===== config.mk =====
export PLATFORM = sky130hd
export DESIGN_NAME = sfr_rmw_event_conflict
export DESIGN_NICKNAME = d
export VERILOG_FILES = /design/src/design/sfr_conflict_pkg.sv /design/src/design/timer_counter.sv /design/src/design/sfr_rmw_event_conflict.sv
export SDC_FILE = /design/constraint.sdc
export NUM_CORES = 1
export LEC_CHECK = 0
export BUFFER_PORTS_ARGS = -buffer_cell sky130_fd_sc_hd__buf_2
export CORE_MARGIN = 2
export CORE_UTILIZATION = 55
export CTS_CLUSTER_DIAMETER = 150
export DETAILED_ROUTE_END_ITERATION = 8
export GPL_ROUTABILITY_DRIVEN = 0
export PLACE_DENSITY_LB_ADDON = 0.12
export RECOVER_POWER = 25
export SLEW_MARGIN = 0
export SYNTH_ARGS = -nofsm -noshare
export SYNTH_HDL_FRONTEND = slang
export SYNTH_SLANG_ARGS = --single-unit

===== constraint.sdc =====
create_clock -name i_clock -period 3.6 [get_ports i_clock]
set_clock_uncertainty 0.15 [all_clocks]
set_input_delay 0.72 -clock i_clock [delete_from_list [all_inputs] [get_ports i_clock]]
set_output_delay 0.72 -clock i_clock [all_outputs]
set_load 0.005 [all_outputs]

===== src/design/sfr_conflict_pkg.sv =====
// Constants for the special function register event/write-back conflict bank
// Operation
// - Second-cycle write-back overrides same-cycle event update
// - External RAM and port accesses never conflict
// - Suppressed timer overflow gives no interrupt flag
// - Level external interrupt always seen and pollable
// - Edge external interrupt may be lost
// - Timer control bit polling loses only the polled overflow flag; a byte write-back loses both
// - Affected flags in timer, serial, converter registers
// - Receive buffer load lost during write-back
// - Running timer count increments lost on write-back
// - Decode the conflicting two-cycle instructions
package sfr_conflict_pkg;
  // Register addresses
  localparam logic [7:0] ADDR_TIMER_CONTROL = 8'h88;
  localparam logic [7:0] ADDR_SERIAL_CONTROL = 8'h98;
  localparam logic [7:0] ADDR_SERIAL_BUFFER = 8'h99;
  localparam logic [7:0] ADDR_CONVERTER_CONTROL = 8'hd8;
  localparam logic [7:0] ADDR_TIMER0_LOW = 8'h8a;
  localparam logic [7:0] ADDR_TIMER1_LOW = 8'h8b;
  localparam logic [7:0] ADDR_TIMER0_HIGH = 8'h8c;
  localparam logic [7:0] ADDR_TIMER1_HIGH = 8'h8d;

  // Timer control fields
  localparam int BIT_TIMER1_OVERFLOW = 7;
  localparam int BIT_TIMER1_RUN = 6;
  localparam int BIT_TIMER0_OVERFLOW = 5;
  localparam int BIT_TIMER0_RUN = 4;
  localparam int BIT_EXT_IRQ1_FLAG = 3;
  localparam int BIT_EXT_IRQ1_EDGE_MODE = 2;
  localparam int BIT_EXT_IRQ0_FLAG = 1;
  localparam int BIT_EXT_IRQ0_EDGE_MODE = 0;

  // Serial control fields
  localparam int BIT_RECEIVED_NINTH = 2;
  localparam int BIT_SERIAL_TRANSMIT = 1;
  localparam int BIT_SERIAL_RECEIVE = 0;

  // Converter control fields
  localparam int BIT_CONVERTER_BUSY = 4;

  // Reset values
  localparam logic [7:0] RESET_TIMER_CONTROL = 8'h00;
  localparam logic [7:0] RESET_SERIAL_CONTROL = 8'h00;
  localparam logic [7:0] RESET_SERIAL_BUFFER = 8'h00;
  localparam logic [7:0] RESET_CONVERTER_CONTROL = 8'h00;
  localparam logic [15:0] RESET_TIMER_COUNT = 16'h0000;

  // Two-cycle read-modify-write opcodes whose write-back collides
  localparam logic [7:0] OP_LOGICAL_AND_DIRECT_IMM = 8'h53;
  localparam logic [7:0] OP_LOGICAL_OR_DIRECT_IMM = 8'h43;
  localparam logic [7:0] OP_LOGICAL_XOR_DIRECT_IMM = 8'h63;
  localparam logic [7:0] OP_BIT_MOVE_FROM_CARRY = 8'h92;
  localparam logic [7:0] OP_DECREMENT_JUMP_NONZERO = 8'hd5;
  localparam logic [7:0] OP_JUMP_BIT_THEN_CLEAR = 8'h10;

  localparam logic [15:0] TIMER_COUNT_MAX = 16'hffff;
endpackage


===== src/design/timer_counter.sv =====
// Sixteen-bit timer count pair with byte write-back
`timescale 1ns/10ps
module timer_counter (
  input wire logic i_clock,
  input wire logic i_rst,
  input wire logic i_run,
  input wire logic i_tick,
  input wire logic i_wr_low,
  input wire logic i_wr_high,
  input wire logic [7:0] i_wdata,
  output logic [15:0] o_count,
  output logic o_overflow,
  output logic o_inc_lost
);
  logic [15:0] count_r;
  logic [15:0] count_nxt;
  logic inc;

  always_comb begin
    inc = i_run && i_tick;
    count_nxt = count_r;
    if (inc) begin
      count_nxt = count_r + 16'h0001;
    end
    // A byte written back in the same cycle replaces that byte of the incremented value
    if (i_wr_low) begin
      count_nxt[7:0] = i_wdata;
    end
    if (i_wr_high) begin
      count_nxt[15:8] = i_wdata;
    end
    o_inc_lost = inc && (i_wr_low || i_wr_high);
    o_overflow = inc && !(i_wr_low || i_wr_high) &&
                 (count_r == sfr_conflict_pkg::TIMER_COUNT_MAX);
  end

  always_ff @(posedge i_clock) begin
    if (i_rst) begin
      count_r <= sfr_conflict_pkg::RESET_TIMER_COUNT;
    end else begin
      count_r <= count_nxt;
    end
  end

  assign o_count = count_r;
endmodule


===== src/design/sfr_rmw_event_conflict.sv =====
// Special function register bank where CPU write-back meets hardware events
`timescale 1ns/10ps
module sfr_rmw_event_conflict (
  input wire logic i_clock,
  input wire logic i_rst,
  input wire logic i_wr,
  input wire logic i_ext_space,
  input wire logic [7:0] i_addr,
  input wire logic i_bit_op,
  input wire logic [2:0] i_bit_sel,
  input wire logic [7:0] i_wdata,
  input wire logic [7:0] i_opcode,
  input wire logic i_second_cycle,
  input wire logic [7:0] i_rd_addr,
  input wire logic i_timer_tick,
  input wire logic i_tx_done,
  input wire logic i_rx_load,
  input wire logic [7:0] i_rx_byte,
  input wire logic i_rx_ninth,
  input wire logic i_conv_start,
  input wire logic i_conv_done,
  input wire logic i_ext_irq0_n,
  input wire logic i_ext_irq1_n,
  output logic [7:0] o_rd_data,
  output logic [7:0] o_timer_control,
  output logic [7:0] o_serial_control,
  output logic [7:0] o_converter_control,
  output logic o_event_lost
);
  logic [7:0] timer_control_r;
  logic [7:0] timer_control_nxt;
  logic [7:0] serial_control_r;
  logic [7:0] serial_control_nxt;
  logic [7:0] serial_buffer_r;
  logic [7:0] serial_buffer_nxt;
  logic [7:0] converter_control_r;
  logic [7:0] converter_control_nxt;
  logic [1:0] irq_pin_prev_r;
  logic [1:0] irq_pin_prev_nxt;
  logic [7:0] rd_data_r;
  logic [7:0] rd_data_nxt;
  logic event_lost_r;
  logic event_lost_nxt;

  logic sfr_wr;
  logic rmw_conflict;
  logic [7:0] wmask;
  logic [7:0] wval;
  logic [1:0] irq_pin_level;
  logic [1:0] irq_edge_mode;
  logic [1:0] irq_fell;
  logic [1:0] timer_run;
  logic [1:0] timer_ovf;
  logic [1:0] timer_inc_lost;
  logic [1:0] wr_low;
  logic [1:0] wr_high;
  logic [15:0] timer_count [2];
  logic [7:0] tc_set;
  logic [7:0] tc_force;
  logic [7:0] tc_force_val;
  logic [7:0] sc_set;
  logic [7:0] sc_val;
  logic [7:0] cc_set;
  logic [7:0] cc_clr;
  logic [3:0] lost;
  logic lost_tc;
  logic lost_sc;
  logic lost_sb;
  logic lost_cc;
  logic wr_timer_control;
  logic wr_serial_control;
  logic wr_serial_buffer;
  logic wr_converter_control;
  logic [7:0] timer_wdata [2];

  // Accesses to external data memory or ports never touch this bank
  assign sfr_wr = i_wr && !i_ext_space;

  // One strobe per bank register keeps each merge below independent
  assign wr_timer_control = sfr_wr && (i_addr == sfr_conflict_pkg::ADDR_TIMER_CONTROL);
  assign wr_serial_control = sfr_wr && (i_addr == sfr_conflict_pkg::ADDR_SERIAL_CONTROL);
  assign wr_serial_buffer = sfr_wr && (i_addr == sfr_conflict_pkg::ADDR_SERIAL_BUFFER);
  assign wr_converter_control = sfr_wr && (i_addr == sfr_conflict_pkg::ADDR_CONVERTER_CONTROL);

  always_comb begin
    rmw_conflict = 1'b0;
    if (i_second_cycle) begin
      case (i_opcode)
        sfr_conflict_pkg::OP_LOGICAL_AND_DIRECT_IMM: rmw_conflict = 1'b1;
        sfr_conflict_pkg::OP_LOGICAL_OR_DIRECT_IMM: rmw_conflict = 1'b1;
        sfr_conflict_pkg::OP_LOGICAL_XOR_DIRECT_IMM: rmw_conflict = 1'b1;
        sfr_conflict_pkg::OP_BIT_MOVE_FROM_CARRY: rmw_conflict = 1'b1;
        sfr_conflict_pkg::OP_DECREMENT_JUMP_NONZERO: rmw_conflict = 1'b1;
        sfr_conflict_pkg::OP_JUMP_BIT_THEN_CLEAR: rmw_conflict = 1'b1;
        default: rmw_conflict = 1'b0;
      endcase
    end
  end

  // A bit instruction writes back only the selected bit; others stay live
  always_comb begin
    wmask = 8'hff;
    wval = i_wdata;
    if (i_bit_op) begin
      wmask = 8'h01 << i_bit_sel;
      wval = {8{i_wdata[0]}};
    end
  end

  always_comb begin
    irq_pin_level = {~i_ext_irq1_n, ~i_ext_irq0_n};
    irq_edge_mode = {timer_control_r[sfr_conflict_pkg::BIT_EXT_IRQ1_EDGE_MODE],
                     timer_control_r[sfr_conflict_pkg::BIT_EXT_IRQ0_EDGE_MODE]};
    timer_run = {timer_control_r[sfr_conflict_pkg::BIT_TIMER1_RUN],
                 timer_control_r[sfr_conflict_pkg::BIT_TIMER0_RUN]};
    irq_pin_prev_nxt = {i_ext_irq1_n, i_ext_irq0_n};
    irq_fell = irq_pin_prev_r & ~irq_pin_prev_nxt;
  end

  genvar t;
  generate
    for (t = 0; t < 2; t++) begin : g_timer
      always_comb begin
        wr_low[t] = sfr_wr && (i_addr == (t == 0 ? sfr_conflict_pkg::ADDR_TIMER0_LOW :
                                                    sfr_conflict_pkg::ADDR_TIMER1_LOW));
        wr_high[t] = sfr_wr && (i_addr == (t == 0 ? sfr_conflict_pkg::ADDR_TIMER0_HIGH :
                                                     sfr_conflict_pkg::ADDR_TIMER1_HIGH));
        // A bit write replaces only its selected bit of the live count byte
        timer_wdata[t] = (wval & wmask) |
                         ((wr_low[t] ? timer_count[t][7:0] : timer_count[t][15:8]) & ~wmask);
      end
      timer_counter u_timer (
        .i_clock(i_clock),
        .i_rst(i_rst),
        .i_run(timer_run[t]),
        .i_tick(i_timer_tick),
        .i_wr_low(wr_low[t]),
        .i_wr_high(wr_high[t]),
        .i_wdata(timer_wdata[t]),
        .o_count(timer_count[t]),
        .o_overflow(timer_ovf[t]),
        .o_inc_lost(timer_inc_lost[t])
      );
    end
  endgenerate

  // Hardware-side updates of each register before any CPU write-back
  always_comb begin
    tc_set = 8'h00;
    tc_force = 8'h00;
    tc_force_val = 8'h00;
    tc_set[sfr_conflict_pkg::BIT_TIMER0_OVERFLOW] = timer_ovf[0];
    tc_set[sfr_conflict_pkg::BIT_TIMER1_OVERFLOW] = timer_ovf[1];
    // Edge mode latches a falling pin; level mode mirrors the pin itself
    tc_set[sfr_conflict_pkg::BIT_EXT_IRQ0_FLAG] = irq_edge_mode[0] && irq_fell[0];
    tc_set[sfr_conflict_pkg::BIT_EXT_IRQ1_FLAG] = irq_edge_mode[1] && irq_fell[1];
    tc_force[sfr_conflict_pkg::BIT_EXT_IRQ0_FLAG] = !irq_edge_mode[0];
    tc_force[sfr_conflict_pkg::BIT_EXT_IRQ1_FLAG] = !irq_edge_mode[1];
    tc_force_val[sfr_conflict_pkg::BIT_EXT_IRQ0_FLAG] = irq_pin_level[0];
    tc_force_val[sfr_conflict_pkg::BIT_EXT_IRQ1_FLAG] = irq_pin_level[1];

    sc_set = 8'h00;
    sc_val = 8'h00;
    sc_set[sfr_conflict_pkg::BIT_SERIAL_TRANSMIT] = i_tx_done;
    sc_val[sfr_conflict_pkg::BIT_SERIAL_TRANSMIT] = 1'b1;
    sc_set[sfr_conflict_pkg::BIT_SERIAL_RECEIVE] = i_rx_load;
    sc_val[sfr_conflict_pkg::BIT_SERIAL_RECEIVE] = 1'b1;
    sc_set[sfr_conflict_pkg::BIT_RECEIVED_NINTH] = i_rx_load;
    sc_val[sfr_conflict_pkg::BIT_RECEIVED_NINTH] = i_rx_ninth;

    cc_set = 8'h00;
    cc_clr = 8'h00;
    cc_set[sfr_conflict_pkg::BIT_CONVERTER_BUSY] = i_conv_start;
    cc_clr[sfr_conflict_pkg::BIT_CONVERTER_BUSY] = i_conv_done && !i_conv_start;
  end

  // Merge: a conflicting write-back beats the event on written bits only;
  // any other write lets a same-cycle hardware set win over a clear
  always_comb begin
    timer_control_nxt = timer_control_r | tc_set;
    lost_tc = 1'b0;
    if (wr_timer_control) begin
      if (rmw_conflict) begin
        timer_control_nxt = (timer_control_nxt & ~wmask) | (wval & wmask);
        lost_tc = |(tc_set & wmask);
      end else begin
        timer_control_nxt = (timer_control_r & ~wmask) | (wval & wmask) | tc_set;
      end
    end
    // The level-mode flag follows the pin every cycle, so no write hides it
    timer_control_nxt = (timer_control_nxt & ~tc_force) | (tc_force_val & tc_force);
  end

  always_comb begin
    serial_control_nxt = (serial_control_r & ~sc_set) | (sc_val & sc_set);
    lost_sc = 1'b0;
    if (wr_serial_control) begin
      if (rmw_conflict) begin
        serial_control_nxt = (serial_control_nxt & ~wmask) | (wval & wmask);
        lost_sc = |(sc_set & wmask);
      end else begin
        serial_control_nxt = (((serial_control_r & ~wmask) | (wval & wmask)) & ~sc_set)
                             | (sc_val & sc_set);
      end
    end
  end

  // A plain write to the buffer yields to a byte arriving in the same cycle
  always_comb begin
    serial_buffer_nxt = i_rx_load ? i_rx_byte : serial_buffer_r;
    lost_sb = 1'b0;
    if (wr_serial_buffer) begin
      if (rmw_conflict) begin
        serial_buffer_nxt = (serial_buffer_nxt & ~wmask) | (wval & wmask);
        lost_sb = i_rx_load;
      end else if (!i_rx_load) begin
        serial_buffer_nxt = (serial_buffer_r & ~wmask) | (wval & wmask);
      end
    end
  end

  always_comb begin
    converter_control_nxt = (converter_control_r | cc_set) & ~cc_clr;
    lost_cc = 1'b0;
    if (wr_converter_control) begin
      if (rmw_conflict) begin
        converter_control_nxt = (converter_control_nxt & ~wmask) | (wval & wmask);
        lost_cc = |((cc_set | cc_clr) & wmask);
      end else begin
        converter_control_nxt = (((converter_control_r & ~wmask) | (wval & wmask))
                                 | cc_set) & ~cc_clr;
      end
    end
  end

  assign lost = {lost_cc, lost_sb, lost_sc, lost_tc};
  assign event_lost_nxt = (|lost) || (|timer_inc_lost);

  always_comb begin
    case (i_rd_addr)
      sfr_conflict_pkg::ADDR_TIMER_CONTROL: rd_data_nxt = timer_control_r;
      sfr_conflict_pkg::ADDR_SERIAL_CONTROL: rd_data_nxt = serial_control_r;
      sfr_conflict_pkg::ADDR_SERIAL_BUFFER: rd_data_nxt = serial_buffer_r;
      sfr_conflict_pkg::ADDR_CONVERTER_CONTROL: rd_data_nxt = converter_control_r;
      sfr_conflict_pkg::ADDR_TIMER0_LOW: rd_data_nxt = timer_count[0][7:0];
      sfr_conflict_pkg::ADDR_TIMER1_LOW: rd_data_nxt = timer_count[1][7:0];
      sfr_conflict_pkg::ADDR_TIMER0_HIGH: rd_data_nxt = timer_count[0][15:8];
      sfr_conflict_pkg::ADDR_TIMER1_HIGH: rd_data_nxt = timer_count[1][15:8];
      default: rd_data_nxt = 8'h00;
    endcase
  end

  always_ff @(posedge i_clock) begin
    if (i_rst) begin
      timer_control_r <= sfr_conflict_pkg::RESET_TIMER_CONTROL;
    end else begin
      timer_control_r <= timer_control_nxt;
    end
  end

  always_ff @(posedge i_clock) begin
    if (i_rst) begin
      serial_control_r <= sfr_conflict_pkg::RESET_SERIAL_CONTROL;
    end else begin
      serial_control_r <= serial_control_nxt;
    end
  end

  always_ff @(posedge i_clock) begin
    if (i_rst) begin
      serial_buffer_r <= sfr_conflict_pkg::RESET_SERIAL_BUFFER;
    end else begin
      serial_buffer_r <= serial_buffer_nxt;
    end
  end

  always_ff @(posedge i_clock) begin
    if (i_rst) begin
      converter_control_r <= sfr_conflict_pkg::RESET_CONVERTER_CONTROL;
    end else begin
      converter_control_r <= converter_control_nxt;
    end
  end

  // Pin history starts at the idle high level, so release shows no false edge
  always_ff @(posedge i_clock) begin
    if (i_rst) begin
      irq_pin_prev_r <= 2'h3;
    end else begin
      irq_pin_prev_r <= irq_pin_prev_nxt;
    end
  end

  always_ff @(posedge i_clock) begin
    if (i_rst) begin
      rd_data_r <= 8'h00;
    end else begin
      rd_data_r <= rd_data_nxt;
    end
  end

  always_ff @(posedge i_clock) begin
    if (i_rst) begin
      event_lost_r <= 1'b0;
    end else begin
      event_lost_r <= event_lost_nxt;
    end
  end

  assign o_rd_data = rd_data_r;
  assign o_timer_control = timer_control_r;
  assign o_serial_control = serial_control_r;
  assign o_converter_control = converter_control_r;
  assign o_event_lost = event_lost_r;
endmodule


==> run summary, run 1 <==
Max-cap violations in this run came to 0. The share of flip-flops with an asynchronous set or reset is 0%. The detailed router's first-iteration violation count is 660. The final worst slack is 848 ps. The effective utilization at floorplan came out at 57.1%.

The number of failing hold endpoints at the final stage came to 0. Setup repair after global routing left no endpoint under its margin. The overall die area came out at 10400 µm². The total power per unit cell area came out at 303 nW/µm². In the synthesized netlist the dominant register cell turns out to be sky130_fd_sc_hd__dfxtp_1. The detailed-route DRC error count came out at 0. Clock tree synthesis found a total of 75 sinks. The hold-fix buffer count after cts is 0. OpenSTA, run right after detailed placement, puts the worst setup slack at 548 ps. Of the cells placed in the final design, the portion with a size suffix greater than 1 is 18.1%. The total congestion overflow after global routing came out at 0.

The final design utilization is 64.3%. The register area share after synthesis came out at 28.3%. IR analysis of the VDD net gives a maximum drop of 0.000217 V. The number of storage elements in the synthesis netlist is 75. The first global-routing pass estimated 28900 µm of wire. The worst-skew pair later-pin latency is 370 ps.

The clock slew at the register clock pins of the worst setup and hold paths came out at 90 ps. In the layout the commonest cells are 78 x sky130_fd_sc_hd__nor2_1, 78 x sky130_fd_sc_hd__nand2_1, 75 x sky130_fd_sc_hd__dfxtp_1. The critical path in this run is classified as input pin to flop. The area of the core is 9280 µm². The met3 track utilization from global routing is 6.70%. A synthesized cell averages 7.52 µm². The repair_antennas step left the layout with diodes totalling 0. The number of max-slew violations in the final report came out at 0.

The Yosys step of the flow raised 0 warnings. The maximum fanout count along the critical path came out at 12. Clock tree synthesis inserted a total of 9 buffers.

Compared with the post-synthesis result, the final layout area differs by 12.8%. The maximum root-to-sink buffer count is 2. The portion of the clock cycle consumed by the worst path in the final layout is 76.5%. Setup violations remaining at the end of the flow were counted as 0.

The total wire length came out at 19100 µm. The analysis attributes to cell leakage a power of 2.17 nW. The number of antenna violations at the first check in global routing came out at 0. The maximum number of pins on one net before global-route repair came out at 58.

The clock period could shrink to 2750 ps. The worst hold margin is 354 ps. The global router's overall resource usage came out at 36.6%. The worst-case headroom to the max-slew limit is 11.5%. The worst setup path is launched from an input pin. The number of setup buffers added after CTS came out at 0. In this run, post-CTS repair resized a total of 0 instances.

TritonCTS built the clock tree. The min-delay analysis places its worst path in the category flop to flop. The overall die height came out at 102 µm. The routed layout has 6069 vias.

The die width came out at 102 µm. At the pin with the least slew margin, the transition time is 1330 ps. The final instance area came out at 5970 µm².

Global routing used 48.3% of the available met1 tracks. The total standard cell area after synthesis came out at 5300 µm². The post-detailed-placement half-perimeter wirelength came out at 13900 µm. For this run, the detailed router's first-pass iteration total came to 8. The total number of nets in the final design came out at 829. The post-synth net total came out at 763.

Timing would allow up to 363 MHz. The critical path endpoint category is a flop. The post-synthesis cell count came out at 704. The per-cell via count in the routed design came out at 6.72. The mean routed wirelength per cell came out at 21.1 µm.

The met2 track demand over resource in global routing is 56.8%. The cell at the root of the clock tree is sky130_fd_sc_hd__clkbuf_8. The flow ran to the end, and the final reports show no timing, DRC or antenna violations. The number of different library cells in the post-synthesis netlist came out at 74.

The count of nets left with antenna violations once routing finished came out at 0. The data required time of the critical path came out at 3750 ps. For the final routed database, the setup TNS stands at 0 ps. The number of global-route vias before repair is 5514.

met2 is the most crowded layer. The count of H-tree levels built during CTS is 3. The arrival time of data at the critical path endpoint is 2900 ps. The cell area after placement is 5790 µm². 90 I/O pins were placed.

Port buffering added 89 buffers. The number of synthesized flops with an enable pin came out at 0. The floorplan has 35 rows.
## worst paths after layout
check / cells past startpoint / from / slack (ps) / end
min: 2 / o_converter_control[2]$_SDFFE_PP0P_ / 350 / o_converter_control[2]$_SDFFE_PP0P_
max reg2reg: 6 / g_timer[1].u_timer.o_count[0]$_SDFFE_PP0P_ / 980 / o_event_lost$_SDFF_PP0_
max: 7 / i_rd_addr[6] / 850 / o_rd_data[2]$_SDFF_PP0_
min reg2reg: 2 / o_converter_control[2]$_SDFFE_PP0P_ / 350 / o_converter_control[2]$_SDFFE_PP0P_
## synthesized netlist by cell type (14+ instances only)
cell                       count  share of area [%]
sky130_fd_sc_hd__inv_1        16                1.1
sky130_fd_sc_hd__o21ai_0      30                2.8
sky130_fd_sc_hd__mux2i_1      15                2.8
sky130_fd_sc_hd__xor2_1       14                2.3
sky130_fd_sc_hd__a211oi_1     30                4.3
sky130_fd_sc_hd__nor2_1       78                5.5
sky130_fd_sc_hd__clkbuf_1     35                2.5
sky130_fd_sc_hd__nand2_1      78                5.5
sky130_fd_sc_hd__nand3_1      21                2.0
sky130_fd_sc_hd__a21oi_1      52                4.9
sky130_fd_sc_hd__nor3_1       19                1.8
sky130_fd_sc_hd__dfxtp_1      75                 28
sky130_fd_sc_hd__xnor2_1      16                2.6
sky130_fd_sc_hd__nand4_1      19                2.2
## per-stage QoR
stage,power (mW),std cells
2_1_floorplan,1.02,704
3_3_place_gp,1.12,888
3_5_place_dp,1.13,888
4_1_cts,1.79,903
5_1_grt,1.86,903
6_report,1.81,903
## layer usage
layer | wire length [µm] | part of all wire, %
met1 | 7520 | 39
met2 | 8400 | 44
met3 | 2120 | 11
met4 | 1010 | 5.3
met5 | 51 | 0.27
## power breakdown
part / internal, mW / switching, mW / total [mW]
sequential: 0.841 / 0.0172 / 0.858
combinational: 0.0884 / 0.174 / 0.262
clock: 0.353 / 0.335 / 0.688
total: 1.28 / 0.526 / 1.81
## layout make-up
type / instances / area [µm²]
clock inverters: 4 / 50.0
inverters: 17 / 63.8
multi-input cells: 561 / 3490
repair buffers: 106 / 552
flip-flops and latches: 75 / 1500
well taps: 129 / 161
clock buffers: 11 / 151
fillers: 865 / 3310
## worst max-delay path, cell delays in order
cell and delay, ps:
sky130_fd_sc_hd__buf_2 230, sky130_fd_sc_hd__nor4b_1 600, sky130_fd_sc_hd__nand3_1 200, sky130_fd_sc_hd__nor3_1 630
sky130_fd_sc_hd__a22o_1 260, sky130_fd_sc_hd__a2111oi_0 80, sky130_fd_sc_hd__a21oi_1 180
## cell families after synthesis
family	after synthesis	synth area share [%]
DFF	75	28.3
muxes	27	5.38
and+or+nand+nor	290	27.6
AOI/OAI and AO/OA	212	27.5
xor gates and xnor gates	30	4.96
buffers and inverters	68	5.72
adders and majority gates	2	0.472
Note: power is estimated with default switching activity, not from simulation.
==> run 2: changes to the inputs <==
ABC_AREA = 1   (was not set)
clock period = 2.75 ns   (was 3.6 ns; I/O delays follow)
==> run summary, run 2 <==
The flow ran to the end, and the final reports show no timing, DRC or antenna violations. The count of H-tree levels built during CTS is 3. For this run, the number of Yosys warnings is 0. The post-synthesis cell count is 946.

In this run the remaining antenna-violating nets after routing total 0. The leakage power is 3.08 nW. The top cell types in the final layout, fill and taps aside, are 213 x sky130_fd_sc_hd__nand2_1, 144 x sky130_fd_sc_hd__inv_1, 90 x sky130_fd_sc_hd__nor2_1.

The final route contains 6917 vias. The upper clock frequency limit is 475 MHz. In the synthesized netlist, the cells that appear most often are 213 x sky130_fd_sc_hd__nand2_1, 144 x sky130_fd_sc_hd__inv_1, 90 x sky130_fd_sc_hd__nor2_1, 88 x sky130_fd_sc_hd__nand3_1, 77 x sky130_fd_sc_hd__o21ai_0.

The launch point of the worst hold path is i_ext_irq1_n. The area share of the largest cell type after synthesis is 26.5%. The total number of nets in the final design came out at 1089. The number of global-route vias before repair is 6116. The type of origin of the critical path is a flop. The worst register-to-register path begins at g_timer[1].u_timer.o_count[0]$_SDFFE_PP0P_.

Setup repair after global routing left no endpoint under its margin. The number of buffers added by the clock tree synthesis step is 9. The slowest cell on the critical path is sky130_fd_sc_hd__dfxtp_1. Counting I/O delays and the setup requirement, the final critical path takes 2110 ps. By instance count, the leading cell after synthesis is sky130_fd_sc_hd__nand2_1. At the pin with the least slew margin, the transition time is 544 ps. The number of setup buffers added after CTS is 0. The most used flip-flop cell after synthesis is sky130_fd_sc_hd__dfxtp_1.

After detailed placement, the total cell area comes to 6220 µm². For this design the top-level I/O count stands at 90. The register-to-register path setup slack is 640 ps. The setup TNS after final layout came out at 0 ps.

The maximum fanout count along the critical path came out at 4. The final antenna diode count came out at 0. The number of failing hold endpoints at the final stage is 0. Once routing completed, OpenROAD measured the worst setup slack at 644 ps. In this run, synthesis inferred 0 flip-flops with an integrated enable. Hold is met by 228 ps. The overall power is 2.46 mW. For this run, design rule violations remaining after detail routing come to 0. Leaving out fill and tap cells, the most frequent cell in the layout is sky130_fd_sc_hd__nand2_1.

The type of the most critical hold path is input pin to flop. The worst setup path is of the flop to flop kind. The die is 106 µm tall. The area of the core came out at 10200 µm². Row generation in the floorplan step produced 37 rows. The hold-fix buffer count after cts came out at 0.

The maximum root-to-sink buffer count is 2. The effective utilization at floorplan came out at 55.7%. The data required time of the critical path came out at 2880 ps. Global routing finished with a remaining overflow of 0. The critical path goes through ha_1 -> nand2_1 -> nor2_1 -> nand3_1 -> nor2_1 -> nand2_1 -> nand3_1 -> nand3_1 -> a31oi_1.

The number of max-slew violations in the final report is 0. The peak ir drop on the vdd network came out at 0.000276 V. The TritonCTS sink count came out at 75. For hold timing, the worst endpoint is irq_pin_prev_r[1]$_SDFF_PP1_. For this run, the number of standard cells in the final layout without fillers is 1171. The number of different library cells used by synthesis comes to 45.

The worst-skew pair later-pin latency came out at 380 ps. The terminus of the critical flop-to-flop path is g_timer[1].u_timer.o_count[14]$_SDFFE_PP0P_. The detailed-routing iteration count for the pre-antenna-repair pass came out at 6.

The total power per unit cell area came out at 382 nW/µm². Sorting the synthesized cells by area gives the leading types as sky130_fd_sc_hd__dfxtp_1 26%, sky130_fd_sc_hd__nand2_1 14%, sky130_fd_sc_hd__inv_1 9.5%. The portion of the clock cycle consumed by the worst path in the final layout came out at 76.6%.

Entering global routing, the biggest net connects 35 pins. The number of storage elements in the synthesis netlist came out at 75. The post-synth net total is 1005. The global router's overall resource usage is 36.5%.

In the final layout, the share of cells above drive strength 1 is 14.5%. The average instance area after synthesis is 6.00 µm². The highest cell delay on the worst timing path came out at 420 ps. Compared with the post-synthesis result, the final layout area differs by 13.5%. The tree is rooted in a sky130_fd_sc_hd__clkbuf_8. Counting stages on the worst path, the most repeated cell is sky130_fd_sc_hd__nand3_1. The post-cts gate resize count came out at 0. The quantity of I/O buffers inserted on ports is 89. The max-cap check violation count came out at 0. The clock slew at the register clock pins of the worst setup and hold paths is 90 ps. The most area-hungry cell type in the Yosys netlist is sky130_fd_sc_hd__dfxtp_1. The worst pin sits at a relative slew slack of 63.7%.

The per-cell via count in the routed design came out at 5.91. The overall die area is 11100 µm². The final setup violation count came out at 0.

The mean routed wirelength per cell came out at 17.1 µm. The die is 106 µm wide. The total standard cell area after synthesis came out at 5670 µm². After synthesis, the share of flip-flops with an asynchronous set or reset is 0%.

The final design utilization is 63.2%. The final instance area is 6440 µm². The placed cell count is 1155. The worst setup path is captured at a flop.

The arrival time of data at the critical path endpoint is 2240 ps. The wire-length estimate of the detail-placed layout is 15000 µm. The register area share after synthesis came out at 26.5%. Prior to clock tree synthesis, the placed netlist has a worst setup slack of 342 ps. TritonCTS built the clock tree. The global-route wire length before repair is 32100 µm. The number of antenna violations at the first check in global routing came out at 0. The worst hold path cell count came out at 3. The total wire length is 20100 µm. The detailed router's first-iteration violation count is 960. Counting cells, the worst reg-to-reg path comes to 9.
## run 2: cell count changes in the layout (fill, tap and decap cells not counted), sizes merged, moves of 11 or more
| cell | delta |
|---|---|
| nand2 | +144 |
| inv | +133 |
| nand3 | +73 |
| o21ai | +55 |
| a211oi | -29 |
| nor2 | +20 |
| xnor2 | -16 |
| mux2i | -15 |
| mux2 | -12 |
| o22ai | +11 |
| o31ai | -11 |
## run 2: kinds of logic (layout without fill, tap and decap cells)
group,after synthesis,in the layout,share of synthesized area (%)
AND/OR/NAND/NOR,479,479,38.7
XOR/XNOR,8,8,1.24
AO/OA/AOI/OAI,202,202,20.1
flip-flops,75,75,26.5
buffers and inverters,180,269,13.1
adder cells (fa/ha/maj),2,2,0.441
## run 2: worst max-delay path, delay by kind of cell (launching register included)
kind	cells	cell delay [ps]
AND/OR/NAND/NOR	7	1070
flip-flops	1	420
adder cells (fa/ha/maj)	1	200
AO/OA/AOI/OAI	1	180
## run 2: layout make-up
class,count,area (µm²)
fill,1034,3740
multi-input combinational,691,3430
clock buffer,12,155
timing repair buffer,102,546
inverter,151,567
tap,136,170
sequential,75,1500
clock inverter,4,72.6
## run 2: worst max path at each step
stage	start	to	depth (start not counted)
3_3_place_gp	i_addr[5]	g_timer[1].u_timer.o_count[11]$_SDFFE_PP0P_	10
2_1_floorplan	i_addr[5]	g_timer[0].u_timer.o_count[3]$_SDFFE_PP0P_	9
4_1_cts	i_addr[5]	g_timer[1].u_timer.o_count[10]$_SDFFE_PP0P_	10
3_5_place_dp	i_addr[5]	g_timer[1].u_timer.o_count[10]$_SDFFE_PP0P_	10
5_1_grt	i_addr[5]	g_timer[1].u_timer.o_count[10]$_SDFFE_PP0P_	10
6_report	g_timer[1].u_timer.o_count[0]$_SDFFE_PP0P_	g_timer[1].u_timer.o_count[14]$_SDFFE_PP0P_	9
## run 2: report_power, final
part | internal [mW] | switching, mW
logic | 0.110 | 0.229
registers | 1.10 | 0.00994
clock network | 0.560 | 0.454
## run 2: per-layer routing
layer  part of all wire, %  vias up  GRT usage (%)
met1                    40     3010           51.7
met3                    15       82           9.52
li1                      -     3290              -
met4                   4.6        0           16.1
met5                     0        -              0
met2                    40      535           51.8
